==> src/mcm_pkg.sv <==
`default_nettype none
// ****************************************************************
// Shared constants and types
// ****************************************************************
package mcm_pkg;

  localparam int DEF_DATA_W    = 8;
  localparam int DEF_COEF_W    = 8;
  localparam int DEF_CYCLES    = 2;
  localparam int DEF_PICK_BITS = 1;
  localparam int DEF_PROD_W    = 16;
  localparam int DEF_INIT_COEF = 0;
  localparam int INIT_COEF_MIN = 0;
  localparam int INIT_COEF_MAX = 4;
  localparam int DIGIT_W_MAX   = 8;
  localparam int PICK_BITS_MAX = 8;
  localparam int COEF_ENTRY    = 1;
  localparam int W_SMALL_MIN   = 2;
  localparam int W_SMALL_MAX   = 8;
  localparam int W_MID         = 16;
  localparam int W_WIDE        = 24;
  localparam int W_WIDEST      = 32;

  typedef enum logic [0:0] {
    MCM_RAM_AUTO     = 1'b0,
    MCM_RAM_EMBEDDED = 1'b1
  } mcm_ram_t;

  typedef enum logic [0:0] {
    LD_IDLE = 1'b0,
    LD_FILL = 1'b1
  } mcm_ld_state_t;

  function automatic bit mcm_coef_w_ok(input int w);
    return (w >= W_SMALL_MIN && w <= W_SMALL_MAX) || w == W_MID ||
           w == W_WIDE;
  endfunction

  function automatic bit mcm_data_w_ok(input int w);
    return mcm_coef_w_ok(w) || w == W_WIDEST;
  endfunction

endpackage
`default_nettype wire

==> src/mcm_tab_if.sv <==
`timescale 1ns/1ps
`default_nettype none
// ****************************************************************
// Coefficient table access
// ****************************************************************
interface mcm_tab_if #(
  parameter int SLOT_W = 1,
  parameter int DIG_W  = 4,
  parameter int ENT_W  = 12
) ();
  logic              wr_en;
  logic [SLOT_W-1:0] wr_slot;
  logic [DIG_W-1:0]  wr_addr;
  logic [ENT_W-1:0]  wr_data;
  logic [SLOT_W-1:0] rd_slot;
  logic [DIG_W-1:0]  rd_addr;
  logic [ENT_W-1:0]  rd_data;
  logic [ENT_W-1:0]  cf_data;

  modport ctrl (output wr_en, wr_slot, wr_addr, wr_data, rd_slot, rd_addr,
                input  rd_data, cf_data);
  modport mem  (input  wr_en, wr_slot, wr_addr, wr_data, rd_slot, rd_addr,
                output rd_data, cf_data);
endinterface
`default_nettype wire

==> src/mcm_coef_table.sv <==
`timescale 1ns/1ps
`default_nettype none
// ****************************************************************
// Partial product table, one page per coefficient slot
// ****************************************************************
module mcm_coef_table
  import mcm_pkg::*;
#(
  parameter int       SLOT_W   = DEF_PICK_BITS,
  parameter int       DIG_W    = 4,
  parameter int       ENT_W    = 12,
  parameter mcm_ram_t RAM_TYPE = MCM_RAM_AUTO
) (
  input wire logic sys_clk,
  mcm_tab_if.mem   tab
);
  localparam int              DEPTH   = (1 << SLOT_W) * (1 << DIG_W);
  localparam logic [DIG_W-1:0] CF_ADDR = DIG_W'(COEF_ENTRY);

  // Block type is not used here; behaviour is the same for both
  logic [ENT_W-1:0] mem_q [DEPTH];

  always_ff @(posedge sys_clk) begin
    if (tab.wr_en) begin
      mem_q[{tab.wr_slot, tab.wr_addr}] <= tab.wr_data;
    end
  end

  assign tab.rd_data = mem_q[{tab.rd_slot, tab.rd_addr}];
  assign tab.cf_data = mem_q[{tab.rd_slot, CF_ADDR}];
endmodule
`default_nettype wire

==> src/mcm_mult.sv <==
`timescale 1ns/1ps
`default_nettype none
module mcm_mult
  import mcm_pkg::*;
#(
  parameter int       DATA_W       = DEF_DATA_W,
  parameter int       COEF_W       = DEF_COEF_W,
  parameter bit       DATA_SIGNED  = 1'b0,
  parameter bit       COEF_SIGNED  = 1'b0,
  parameter int       INIT_COEF    = DEF_INIT_COEF,
  parameter int       PICK_BITS    = DEF_PICK_BITS,
  parameter bit       LOAD_EN      = 1'b1,
  parameter bit       SCLR_EN      = 1'b1,
  parameter mcm_ram_t RAM_TYPE     = MCM_RAM_AUTO,
  parameter int       CYCLES_LIMIT = DEF_CYCLES,
  parameter int       PROD_W       = DEF_PROD_W
) (
  input  wire logic                 sys_clk,
  input  wire logic                 reset_n,
  input  wire logic [DATA_W-1:0]    operand_in,
  input  wire logic                 operand_load_strobe,
  input  wire logic [PICK_BITS-1:0] coefficient_pick,
  input  wire logic [COEF_W-1:0]    coefficient_input,
  input  wire logic                 coefficient_write_strobe,
  input  wire logic                 sync_clear,
  output logic      [PROD_W-1:0]    product,
  output logic                      product_valid,
  output logic                      coefficient_loaded
);
  // ****************************************************************
  // Derived geometry
  // ****************************************************************
  // One operand digit is looked up per cycle, so the digit width
  // trades table depth against the cycle budget
  localparam int DIG_W    = (DATA_W + CYCLES_LIMIT - 1) / CYCLES_LIMIT;
  localparam int PAD_W    = DIG_W * CYCLES_LIMIT;
  localparam int ENT_W    = COEF_W + DIG_W;
  localparam int ACC_W    = PAD_W + COEF_W;
  localparam int SH_W     = $clog2(PAD_W + 1);
  localparam int CNT_W    = $clog2(CYCLES_LIMIT + 1);
  localparam int DEPTH    = 1 << DIG_W;
  localparam int LOAD_LAT = DEPTH;
  localparam int LAT      = CYCLES_LIMIT - 1;

  localparam logic [DIG_W-1:0]     IDX_LAST  = DIG_W'(DEPTH - 1);
  localparam logic [PICK_BITS-1:0] SLOT_LAST = {PICK_BITS{1'b1}};
  localparam logic [CNT_W-1:0]     CNT_LAST  = CNT_W'(CYCLES_LIMIT - 1);
  localparam logic [SH_W-1:0]      SH_STEP   = SH_W'(DIG_W);

  // ****************************************************************
  // Build checks
  // ****************************************************************
  if (!mcm_data_w_ok(DATA_W)) begin : g_bad_data_w
    $error("operand width not supported");
  end
  if (!mcm_coef_w_ok(COEF_W)) begin : g_bad_coef_w
    $error("coefficient width not supported");
  end
  if (INIT_COEF < INIT_COEF_MIN || INIT_COEF > INIT_COEF_MAX) begin : g_bad_ic
    $error("initial coefficient out of range");
  end
  if (CYCLES_LIMIT < 1 || CYCLES_LIMIT > DATA_W ||
      DIG_W > DIGIT_W_MAX) begin : g_bad_lim
    $error("cycle limit cannot be served for this operand width");
  end
  if (PICK_BITS < 1 || PICK_BITS > PICK_BITS_MAX) begin : g_bad_pick
    $error("pick width not supported");
  end
  if (PROD_W < 1 || PROD_W > ACC_W) begin : g_bad_prod
    $error("product width not supported");
  end

  // ****************************************************************
  // Helpers
  // ****************************************************************
  function automatic logic [ENT_W-1:0] coef_ext(input logic [COEF_W-1:0] c);
    return COEF_SIGNED ? ENT_W'(signed'(c)) : ENT_W'(c);
  endfunction

  function automatic logic [PAD_W-1:0] opnd_ext(input logic [DATA_W-1:0] d);
    return DATA_SIGNED ? PAD_W'(signed'(d)) : PAD_W'(d);
  endfunction

  // Preset slot s holds the first fixed coefficient plus s
  function automatic logic [COEF_W-1:0] preset(input int s);
    return COEF_W'(INIT_COEF + s);
  endfunction

  localparam logic [ENT_W-1:0] INIT_STEP = coef_ext(preset(0));

  mcm_tab_if #(.SLOT_W(PICK_BITS), .DIG_W(DIG_W), .ENT_W(ENT_W)) tab ();

  mcm_coef_table #(
    .SLOT_W   (PICK_BITS),
    .DIG_W    (DIG_W),
    .ENT_W    (ENT_W),
    .RAM_TYPE (RAM_TYPE)
  ) u_table (
    .sys_clk (sys_clk),
    .tab     (tab.mem)
  );

  // ****************************************************************
  // Coefficient loader
  // ****************************************************************
  mcm_ld_state_t          ld_state_q;
  logic [PICK_BITS-1:0]   ld_slot_q;
  logic [DIG_W-1:0]       ld_idx_q;
  logic [ENT_W-1:0]       ld_val_q;
  logic [ENT_W-1:0]       ld_step_q;
  logic                   ld_all_q;
  logic                   init_done_q;
  logic                   load_acc;

  // Strobes arriving mid rewrite are dropped, not queued
  assign load_acc = LOAD_EN && coefficient_write_strobe &&
                    coefficient_loaded;
  assign coefficient_loaded = (ld_state_q == LD_IDLE);

  // Entries are built by repeated addition, entry k = k * coefficient
  always_ff @(posedge sys_clk or negedge reset_n) begin
    if (!reset_n) begin
      ld_state_q  <= LD_FILL;
      ld_all_q    <= 1'b1;
      ld_slot_q   <= '0;
      ld_idx_q    <= '0;
      ld_val_q    <= '0;
      ld_step_q   <= INIT_STEP;
      init_done_q <= 1'b0;
    end else begin
      case (ld_state_q)
        LD_IDLE: begin
          if (load_acc) begin
            ld_state_q <= LD_FILL;
            ld_slot_q  <= coefficient_pick;
            ld_idx_q   <= '0;
            ld_val_q   <= '0;
            ld_step_q  <= coef_ext(coefficient_input);
          end
        end
        LD_FILL: begin
          ld_idx_q <= ld_idx_q + DIG_W'(1);
          ld_val_q <= ld_val_q + ld_step_q;
          if (ld_idx_q == IDX_LAST) begin
            ld_val_q <= '0;
            if (ld_all_q && ld_slot_q != SLOT_LAST) begin
              ld_slot_q <= ld_slot_q + PICK_BITS'(1);
              ld_step_q <= coef_ext(preset(int'(ld_slot_q) + 1));
            end else begin
              ld_state_q  <= LD_IDLE;
              ld_all_q    <= 1'b0;
              init_done_q <= 1'b1;
            end
          end
        end
        default: begin
          ld_state_q <= LD_IDLE;
        end
      endcase
    end
  end

  assign tab.wr_en   = (ld_state_q == LD_FILL);
  assign tab.wr_slot = ld_slot_q;
  assign tab.wr_addr = ld_idx_q;
  assign tab.wr_data = ld_val_q;

  // ****************************************************************
  // Digit serial engine
  // ****************************************************************
  logic                 busy_q;
  logic [CNT_W-1:0]     cnt_q;
  logic [SH_W-1:0]      sh_q;
  logic [PAD_W-1:0]     opnd_q;
  logic [ACC_W-1:0]     acc_q;
  logic [PICK_BITS-1:0] slot_q;
  logic                 neg_q;
  logic [PROD_W-1:0]    product_q;
  logic                 valid_q;
  logic                 clr_eff;
  logic                 start_eff;
  logic                 fin;
  logic                 last;
  logic                 neg_now;
  logic [PAD_W-1:0]     in_ext;
  logic [PAD_W-1:0]     opnd_src;
  logic [ACC_W-1:0]     base;
  logic [SH_W-1:0]      shamt;
  logic [CNT_W-1:0]     cnt_now;
  logic [PICK_BITS-1:0] slot_rd;
  logic [ACC_W-1:0]     step_sum;
  logic [ACC_W-1:0]     corr;
  logic [ACC_W-1:0]     final_sum;

  assign clr_eff   = SCLR_EN && sync_clear;
  // With a one cycle budget the strobe is not looked at
  assign start_eff = init_done_q && !clr_eff &&
                     (CYCLES_LIMIT == 1 || operand_load_strobe);
  assign in_ext    = opnd_ext(operand_in);

  // A start takes its first digit straight from the operand pins
  always_comb begin
    if (start_eff) begin
      opnd_src = in_ext;
      base     = '0;
      shamt    = '0;
      cnt_now  = '0;
      slot_rd  = coefficient_pick;
      neg_now  = DATA_SIGNED && in_ext[PAD_W-1];
    end else begin
      opnd_src = opnd_q;
      base     = acc_q;
      shamt    = sh_q;
      cnt_now  = cnt_q;
      slot_rd  = slot_q;
      neg_now  = neg_q;
    end
    last = (cnt_now == CNT_LAST);
    fin  = (start_eff || busy_q) && !clr_eff && last;
  end

  // Signed operand: the top digit weighs negative, so take back c*2^PAD_W
  assign corr      = neg_now ? {tab.cf_data[COEF_W-1:0], {PAD_W{1'b0}}} : '0;
  assign final_sum = step_sum - corr;

  assign tab.rd_slot = slot_rd;
  assign tab.rd_addr = opnd_src[DIG_W-1:0];

  mcm_shift_add #(
    .ENT_W      (ENT_W),
    .ACC_W      (ACC_W),
    .SH_W       (SH_W),
    .SIGNED_ENT (COEF_SIGNED)
  ) u_add (
    .acc_in (base),
    .entry  (tab.rd_data),
    .shamt  (shamt),
    .sum    (step_sum)
  );

  // A slot rewritten while in use mixes old and new entries; callers
  // should not reload the slot that a running product reads
  always_ff @(posedge sys_clk or negedge reset_n) begin
    if (!reset_n) begin
      busy_q <= 1'b0;
      cnt_q  <= '0;
      sh_q   <= '0;
      opnd_q <= '0;
      acc_q  <= '0;
      slot_q <= '0;
      neg_q  <= 1'b0;
    end else if (clr_eff) begin
      busy_q <= 1'b0;
    end else if (start_eff || busy_q) begin
      opnd_q <= opnd_src >> DIG_W;
      acc_q  <= step_sum;
      cnt_q  <= CNT_W'(cnt_now + CNT_W'(1));
      sh_q   <= SH_W'(shamt + SH_STEP);
      slot_q <= slot_rd;
      neg_q  <= neg_now;
      busy_q <= !last;
    end
  end

  always_ff @(posedge sys_clk or negedge reset_n) begin
    if (!reset_n) begin
      product_q <= '0;
      valid_q   <= 1'b0;
    end else if (clr_eff) begin
      valid_q <= 1'b0;
    end else if (fin) begin
      product_q <= final_sum[PROD_W-1:0];
      valid_q   <= 1'b1;
    end else if (start_eff) begin
      valid_q <= 1'b0;
    end
  end

  assign product       = product_q;
  assign product_valid = valid_q;

  // ****************************************************************
  // Checks
  // ****************************************************************
  done_in_time_a: assert property (
    @(posedge sys_clk) disable iff (!reset_n)
    start_eff |-> ##[0:LAT] (fin || clr_eff || $past(start_eff) && start_eff))
  else $error("product not finished within the cycle limit");

  result_hold_a: assert property (
    @(posedge sys_clk) disable iff (!reset_n)
    !fin |=> $stable(product))
  else $error("product changed without a finished multiplication");

  clear_valid_a: assert property (
    @(posedge sys_clk) disable iff (!reset_n)
    clr_eff |=> !product_valid && !busy_q)
  else $error("clear did not drop valid and abandon work");

  clear_keeps_a: assert property (
    @(posedge sys_clk) disable iff (!reset_n)
    clr_eff && coefficient_loaded && !load_acc |=> coefficient_loaded)
  else $error("clear disturbed the coefficient table");

  load_busy_a: assert property (
    @(posedge sys_clk) disable iff (!reset_n)
    load_acc |=> !coefficient_loaded ##LOAD_LAT coefficient_loaded)
  else $error("coefficient load length wrong");

  load_refused_a: assert property (
    @(posedge sys_clk) disable iff (!reset_n)
    coefficient_write_strobe && !coefficient_loaded && !ld_all_q &&
    ld_idx_q != IDX_LAST |=> $stable(ld_slot_q) && $stable(ld_step_q))
  else $error("load accepted while a load was running");

  pick_slot_a: assert property (
    @(posedge sys_clk) disable iff (!reset_n)
    start_eff |=> slot_q == $past(coefficient_pick))
  else $error("wrong coefficient slot captured");

  restart_a: assert property (
    @(posedge sys_clk) disable iff (!reset_n)
    start_eff && busy_q && CYCLES_LIMIT > 1 |=> busy_q && cnt_q == 1)
  else $error("running product not abandoned on restart");

  valid_cause_a: assert property (
    @(posedge sys_clk) disable iff (!reset_n)
    $rose(product_valid) |-> $past(fin))
  else $error("valid rose without a finished product");

  every_clock_a: assert property (
    @(posedge sys_clk) disable iff (!reset_n)
    init_done_q && !clr_eff && CYCLES_LIMIT == 1 |=> product_valid)
  else $error("single cycle mode missed a product");

endmodule
`default_nettype wire

==> src/mcm_shift_add.sv <==
`timescale 1ns/1ps
`default_nettype none
// ****************************************************************
// Aligned accumulate of one table entry
// ****************************************************************
module mcm_shift_add
  import mcm_pkg::*;
#(
  parameter int ENT_W      = 12,
  parameter int ACC_W      = 16,
  parameter int SH_W       = 4,
  parameter bit SIGNED_ENT = 1'b0
) (
  input  wire logic [ACC_W-1:0] acc_in,
  input  wire logic [ENT_W-1:0] entry,
  input  wire logic [SH_W-1:0]  shamt,
  output logic      [ACC_W-1:0] sum
);
  logic [ACC_W-1:0] ext;

  always_comb begin
    ext = SIGNED_ENT ? ACC_W'(signed'(entry)) : ACC_W'(entry);
    sum = acc_in + (ext << shamt);
  end
endmodule
`default_nettype wire

==> config.mk <==
export PLATFORM = sky130hd
export DESIGN_NAME = mcm_mult
export DESIGN_NICKNAME = d
export VERILOG_FILES = /design/src/mcm_pkg.sv /design/src/mcm_tab_if.sv /design/src/mcm_coef_table.sv /design/src/mcm_mult.sv /design/src/mcm_shift_add.sv
export SDC_FILE = /design/constraint.sdc
export NUM_CORES = 1
export LEC_CHECK = 0
export BUFFER_PORTS_ARGS = -buffer_cell sky130_fd_sc_hd__buf_2
export CORE_ASPECT_RATIO = 0.8
export CORE_MARGIN = 2
export CORE_UTILIZATION = 63
export DETAILED_ROUTE_END_ITERATION = 16
export GPL_TIMING_DRIVEN = 0
export PLACE_DENSITY = 0.8
export SYNTH_ARGS = -nofsm -noshare
export SYNTH_HDL_FRONTEND = slang
export SYNTH_HIERARCHICAL = 1
export SYNTH_SLANG_ARGS = --single-unit
==> constraint.sdc <==
create_clock -name sys_clk -period 6.75 [get_ports sys_clk]
set_input_delay 2.025 -clock sys_clk [delete_from_list [all_inputs] [get_ports sys_clk]]
set_output_delay 2.025 -clock sys_clk [all_outputs]
set_load 0.1 [all_outputs]
* After elaboration in Yosys (flattened, before gate mapping) *
Memories as Yosys holds them, arrays and structs flattened.
Index checks and enable logic that the tools add are counted.

word-level totals
  register bits = 78
  RAM bits = 384
  output and inout bits = 18
  memories = 1

operators by class
  add/sub/neg operators = 8
  equality and inequality tests = 5
  shift-type cells = 1
  mux-type cells = 31
  bitwise gates (word level) = 4
  reduce and logical (&&, ||, !) cells = 15

memories
  name           words  width  rd ports  clocked after memory_dff  wr ports  RTL line              source
  u_table.mem_q  32     12     2         0                         1         mcm_coef_table.sv:21  logic [ENT_W-1:0] mem_q [DEPTH];

operator list
  cell                   number
  $mux W12               5
  $pmux W12 S2           2
  $mux W16               2
  $add A16 B16 Y16       1
  $shl A12 B4 Y16        1
  $sub A16 B16 Y16       1
  $mux W1                15
  $add A12 B12 Y12       1
  $mux W4                2
  $mux W8                1
  $pmux W4 S2            1
  $logic_and A1 B1 Y1    6
  $reduce_and A3 Y1      2
  $add A4 B1 Y4 const B  1
  $add A4 B3 Y4 const B  1
  $eq A4 B4 Y1 const B   1
  $ne A2 B1 Y1 const B   2
  $not A1 Y1             4
  $pmux W1 S2            2
  $reduce_and A2 Y1      2
  $reduce_bool A3 Y1     1
  $add A1 B1 Y2 const B  1
  $add A2 B1 Y2 const B  1
  $eq A2 B1 Y1 const B   1
  6 further kinds        7

* Longest topological paths before layout *
  depth after elaboration = 8
  gate-level depth with buffers = 31
  depth with buffers taken out = 28

* Hierarchy *
The synthesis kept the hierarchy.

modules (own cells, without submodules)
  module          instances  cells an instance  area an instance (µm²)  seq. area each (µm²)
  mcm_coef_table  1          870                15387.3                 11531.1
  mcm_mult        1          399                3768.6                  1854.3
  mcm_shift_add   1          175                1408.9                  0.0

* Worst setup path after synthesis *
Ideal clock, no wire load.

  path kind = input to register
  start point = input operand_load_strobe
  end point = register product_q[14], in the netlist product[14]
  library setup time = 0.146 ns
  arrival time = 7.140 ns
  setup slack = -0.536 ns
  stages = 31
  buffers on the path = 4
  cells stage by stage = nand2_1 > nor2_1 > nand2_1 > nand2_1 > buf_6 > buf_12 > buf_12 > buf_6 > mux2i_1 > nand2_1 > a31oi_1 > nand3_1 > mux4_1 > and2_1 > a31oi_1 > nor2_1 > ha_1 > a21o_1 > a21oi_1 > a21boi_0 > o211ai_1 > nand3_1 > inv_1 > ha_1 > inv_1 > fa_1 > a21o_1 > a21o_1 > a21oi_1 > mux2i_1 > o311ai_0

on the way
  cells in the longest elaborated chain, start to end = 6
  elaborated cells between the ends (all ways) = 17
  classes of those cells = add/sub: 2; eq/ne: 1; shift: 1; mux: 7; reduce/logical: 5; memory: 1

RTL lines
  element                   RTL line             source
  start: declaration        mcm_mult.sv:21       input wire logic operand_load_strobe,
  $logic_and A1 B1 Y1       mcm_mult.sv:197      assign start_eff = init_done_q && !clr_eff &&
  $mux W8                   mcm_mult.sv:203      if (start_eff) begin
  named net opnd_src[1]     mcm_mult.sv:186      logic [PAD_W-1:0] opnd_src;
  $mem_v2 Z32 W12           n/a
  named net tab.rd_data[3]  mcm_tab_if.sv:17     logic [ENT_W-1:0] rd_data;
  $shl A12 B4 Y16           mcm_shift_add.sv:23  sum = acc_in + (ext << shamt);
  $add A16 B16 Y16          mcm_shift_add.sv:23
  named net step_sum[8]     mcm_mult.sv:191      logic [ACC_W-1:0] step_sum;
  $sub A16 B16 Y16          mcm_mult.sv:224      assign final_sum = step_sum - corr;
  end signal: assignment    mcm_mult.sv:272      product_q <= final_sum[PROD_W-1:0];
  end: declaration          mcm_mult.sv:178      logic [PROD_W-1:0] product_q;

The timed path passes the listed nets, and every way through them passes these cells.
A chain may end at the register's enable or synchronous reset.

* Final worst setup path *
  start point = input sync_clear
  end point = register product_q[15], in the netlist product[15]

on the way
  cells in the longest elaborated chain, start to end = 8
  elaborated cells between the ends (all ways) = 20
  classes of those cells = add/sub: 2; eq/ne: 1; shift: 1; mux: 7; bitwise: 1; reduce/logical: 7; memory: 1

RTL lines
  element                            RTL line             source
  start: declaration                 mcm_mult.sv:25       input wire logic sync_clear,
  $logic_not A1 Y1                   mcm_mult.sv:197
  $logic_and A1 B1 Y1 (2 in series)  mcm_mult.sv:197
  $mux W8                            mcm_mult.sv:203
  named net opnd_src[1]              mcm_mult.sv:186
  $mem_v2 Z32 W12                    n/a
  named net tab.rd_data[1]           mcm_tab_if.sv:17
  $shl A12 B4 Y16                    mcm_shift_add.sv:23
  $add A16 B16 Y16                   mcm_shift_add.sv:23
  named net step_sum[14]             mcm_mult.sv:191
  $sub A16 B16 Y16                   mcm_mult.sv:224

The timed path passes the listed nets, and every way through them passes these cells.

==> impl_results.md <==
- Status: complete, but fails checks
- Failing checks: setup timing
- Routed vias/inst: 6.58
- Avg WL per Cell: around 26 µm
- Drt first pass iters: 5
- CTS Hold Bufs: 0
- CTS tree: built
- Area of the core: between 0.03 and 0.04 mm²
- Hold WC Path Type: flip-flop to flip-flop
- Mapped Area: 0.0205 mm²
- Period utilization: 105%
- Cell count after synthesis: around 1.4k
- Crit-path max FO: 7
- Reg2reg start: init_done_q
- CP arrival: 7600 ps
- Hpwl dp: 31.8 mm
- Port Buffers: 39
- Final Setup Violations: 5
- Sequential power share: 40.0%
- Die area: 0.0340 mm²
- Reg2reg path depth: 28
- CP Capture Point: product[15]
- CTS clk-pin slew, worst paths: 60 ps
- Peak VDD IR: ~520 µV
- First-pass GRT wire length: 76.7 mm
- FP Rows: 59
- Worst R2R Setup Slack: around 780 ps
- Startpoint Class: input port
- Crit end category: flip-flop
- Clk pwr share: 22.6%
- Synth warn: 6
- Cells after DPL: 1,907
- Internal Pwr Total: roughly 0.0070 W
- Drt total wl: roughly 53 mm
- CTS max path bufs: 3
- RSZ-0062 raised after global routing: true
- P_sw: approximately 0.0042 W
- Syn Area/Cell: around 14 µm²
- Vias: 13.5k
- Leakage: 9.00 nW
- Drt drc: 0
- Layout cells sized above 1: 22.9%
- Sw Ratio: 37.2%
- Pwr Total: 0.0112 W
- Cell Pwr Density: 462 mW/mm²
- CP max-delay cell: mux4_2
- DRT iter0 DRCs: ~1.6k
- Non-Filler Instances: 2,055
- Fin Hold WS: 468 ps
- Syn-to-layout area delta: 18.2%
- CTS Sinks: between 400 and 500
- Initial cell density of the core: about 64%
- Total global routing overflow: 0
- Final setup margin: -333 ps
- # Max-Cap Violations: 0
- CP startpoint: sync_clear
- Worst reg2reg endpoint: product[15]
- Setup Total Neg Slack: -810 ps
- Later-pin clock latency in the skew report: 590 ps
- Slowest stage delay, CP: around 520 ps
- Die span in x: 206 µm
- RD Place Congestion: between 0.9 and 1
- I/O pin count: 40
- Headroom to the max-slew limit: 5.68%
- Critical path type: input port to flip-flop
- Max Clock Freq: 141 MHz
- Crit path time final: ~7000 ps
- Initial antenna violation count: 0
- Slew @ Worst Pin: 1410 ps
- Hold_sp: acc_q[9]
- Remaining antenna violation count: 0
- CTS buffer count: between 40 and 50
- Final Hold Vio Count: 0
- Slew Limit Fails: 0
- Combinational share of power: between 30 and 40%
- H-tree lvl count: 2
- Clock root cell: clkbuf_16
- Setup Skew: 18.8 ps
- Vias in the first global route: 12.9k
- Total nets after synthesis: 1,498
- Fin nets: approximately 1.6k
- GRT Total Usage: a little over 30%
- Req. time, crit path: a little over 7000 ps
- Largest net degree at the start of global routing: 65
- Die Y-Extent: 165 µm
- Pre-CTS setup slack: -1960 ps
==> worst max-delay path, delay by kind of cell <==
kind            cells  cell delay [ps]
compound gates      7             1610
fa+ha+maj           2              550
buf+inv             7             1000
mux                 2              720
simple gates       11             1650
==> layout make-up <==
class                   instances  area (µm²)
well taps                     427         534
repair buffers                108         942
plain buffers                  75         642
fillers                      1878        8010
multi-input cells             888        7200
diodes                          1        2.50
inverters                      16        60.1
flip-flops and latches        458       13400
clock buffers                  53        1160
clock inverters                29         322
==> power groups by stage <==
stage	logic [W]	clock network, W	registers, W
floorplan	0.00213	0	0.00455
global placement	0.00311	0	0.00450
detailed placement	0.00320	0	0.00455
CTS	0.00383	0.00255	0.00450
global route	0.00442	0.00267	0.00454
finish	0.00418	0.00254	0.00449
==> timing repair <==
action / in CTS / in global routing
setup endpoints to repair: 17 / 6
resized for setup: 159 / 23
gates cloned: 6 / 0
buffers inserted: 52 / 9
pin swaps: 61 / 22
==> state kept, by name (all words and copies together) (netlist names), 2 cells and up <==
| name | flops |
|---|---|
| acc_q | 16 |
| cnt_q | 2 |
| ld_idx_q | 4 |
| ld_step_q | 8 |
| ld_val_q | 12 |
| opnd_q | 4 |
| product | 16 |
| sh_q | 4 |
| u_table/mem_q | 384 |
==> worst min-delay path by stage <==
| stage | slack (ps) | end | cells after the start |
|---|---|---|---|
| 2_1_floorplan | 440 | acc_q[0] | 2 |
| 3_3_place_gp | 450 | acc_q[11] | 2 |
| 3_5_place_dp | 460 | acc_q[9] | 2 |
| 4_1_cts | 470 | acc_q[9] | 2 |
| 5_1_grt | 500 | acc_q[9] | 2 |
| 6_report | 470 | acc_q[9] | 2 |
==> through the flow <==
step / cell area, µm² / utilization [%]
after floorplan: 20600 / -
after global placement: 21300 / 66.0
after detailed placement: 21300 / 66.1
after CTS: 24000 / 74.5
after global routing: 24200 / 75.2
final: 24200 / 75.2
==> routing by layer <==
| metal | global-route usage (%) | up-vias | share of wire (%) |
|---|---|---|---|
| met3 | 5.83 | 142 | 9.2 |
| met5 | 0 | - | 0 |
| met1 | 43.9 | 6808 | 40 |
| met2 | 48.5 | 750 | 47 |
| met4 | 10.6 | 0 | 3.5 |
| li1 | - | 5820 | - |
==> placed cells by master (no fill, tap or decap), types with 9 or more instances in the layout <==
| cell type | instances |
|---|---|
| a21o_1 | 14 |
| a21oi_1 | 43 |
| a22o_1 | 30 |
| a22oi_1 | 46 |
| and2_1 | 26 |
| buf_12 | 14 |
| buf_2 | 54 |
| buf_4 | 64 |
| buf_6 | 9 |
| clkbuf_1 | 27 |
| clkbuf_16 | 45 |
| clkinv_1 | 10 |
| dfrtp_1 | 68 |
| edfxtp_1 | 384 |
| ha_1 | 22 |
| inv_1 | 13 |
| mux2_2 | 20 |
| mux2i_1 | 194 |
| nand2_1 | 144 |
| nand3_1 | 28 |
| nand3_2 | 9 |
| nand4_1 | 16 |
| nor2_1 | 56 |
| nor3_1 | 18 |
| o21ai_0 | 25 |
| xnor2_1 | 14 |
(Power assumes the default switching activity.)
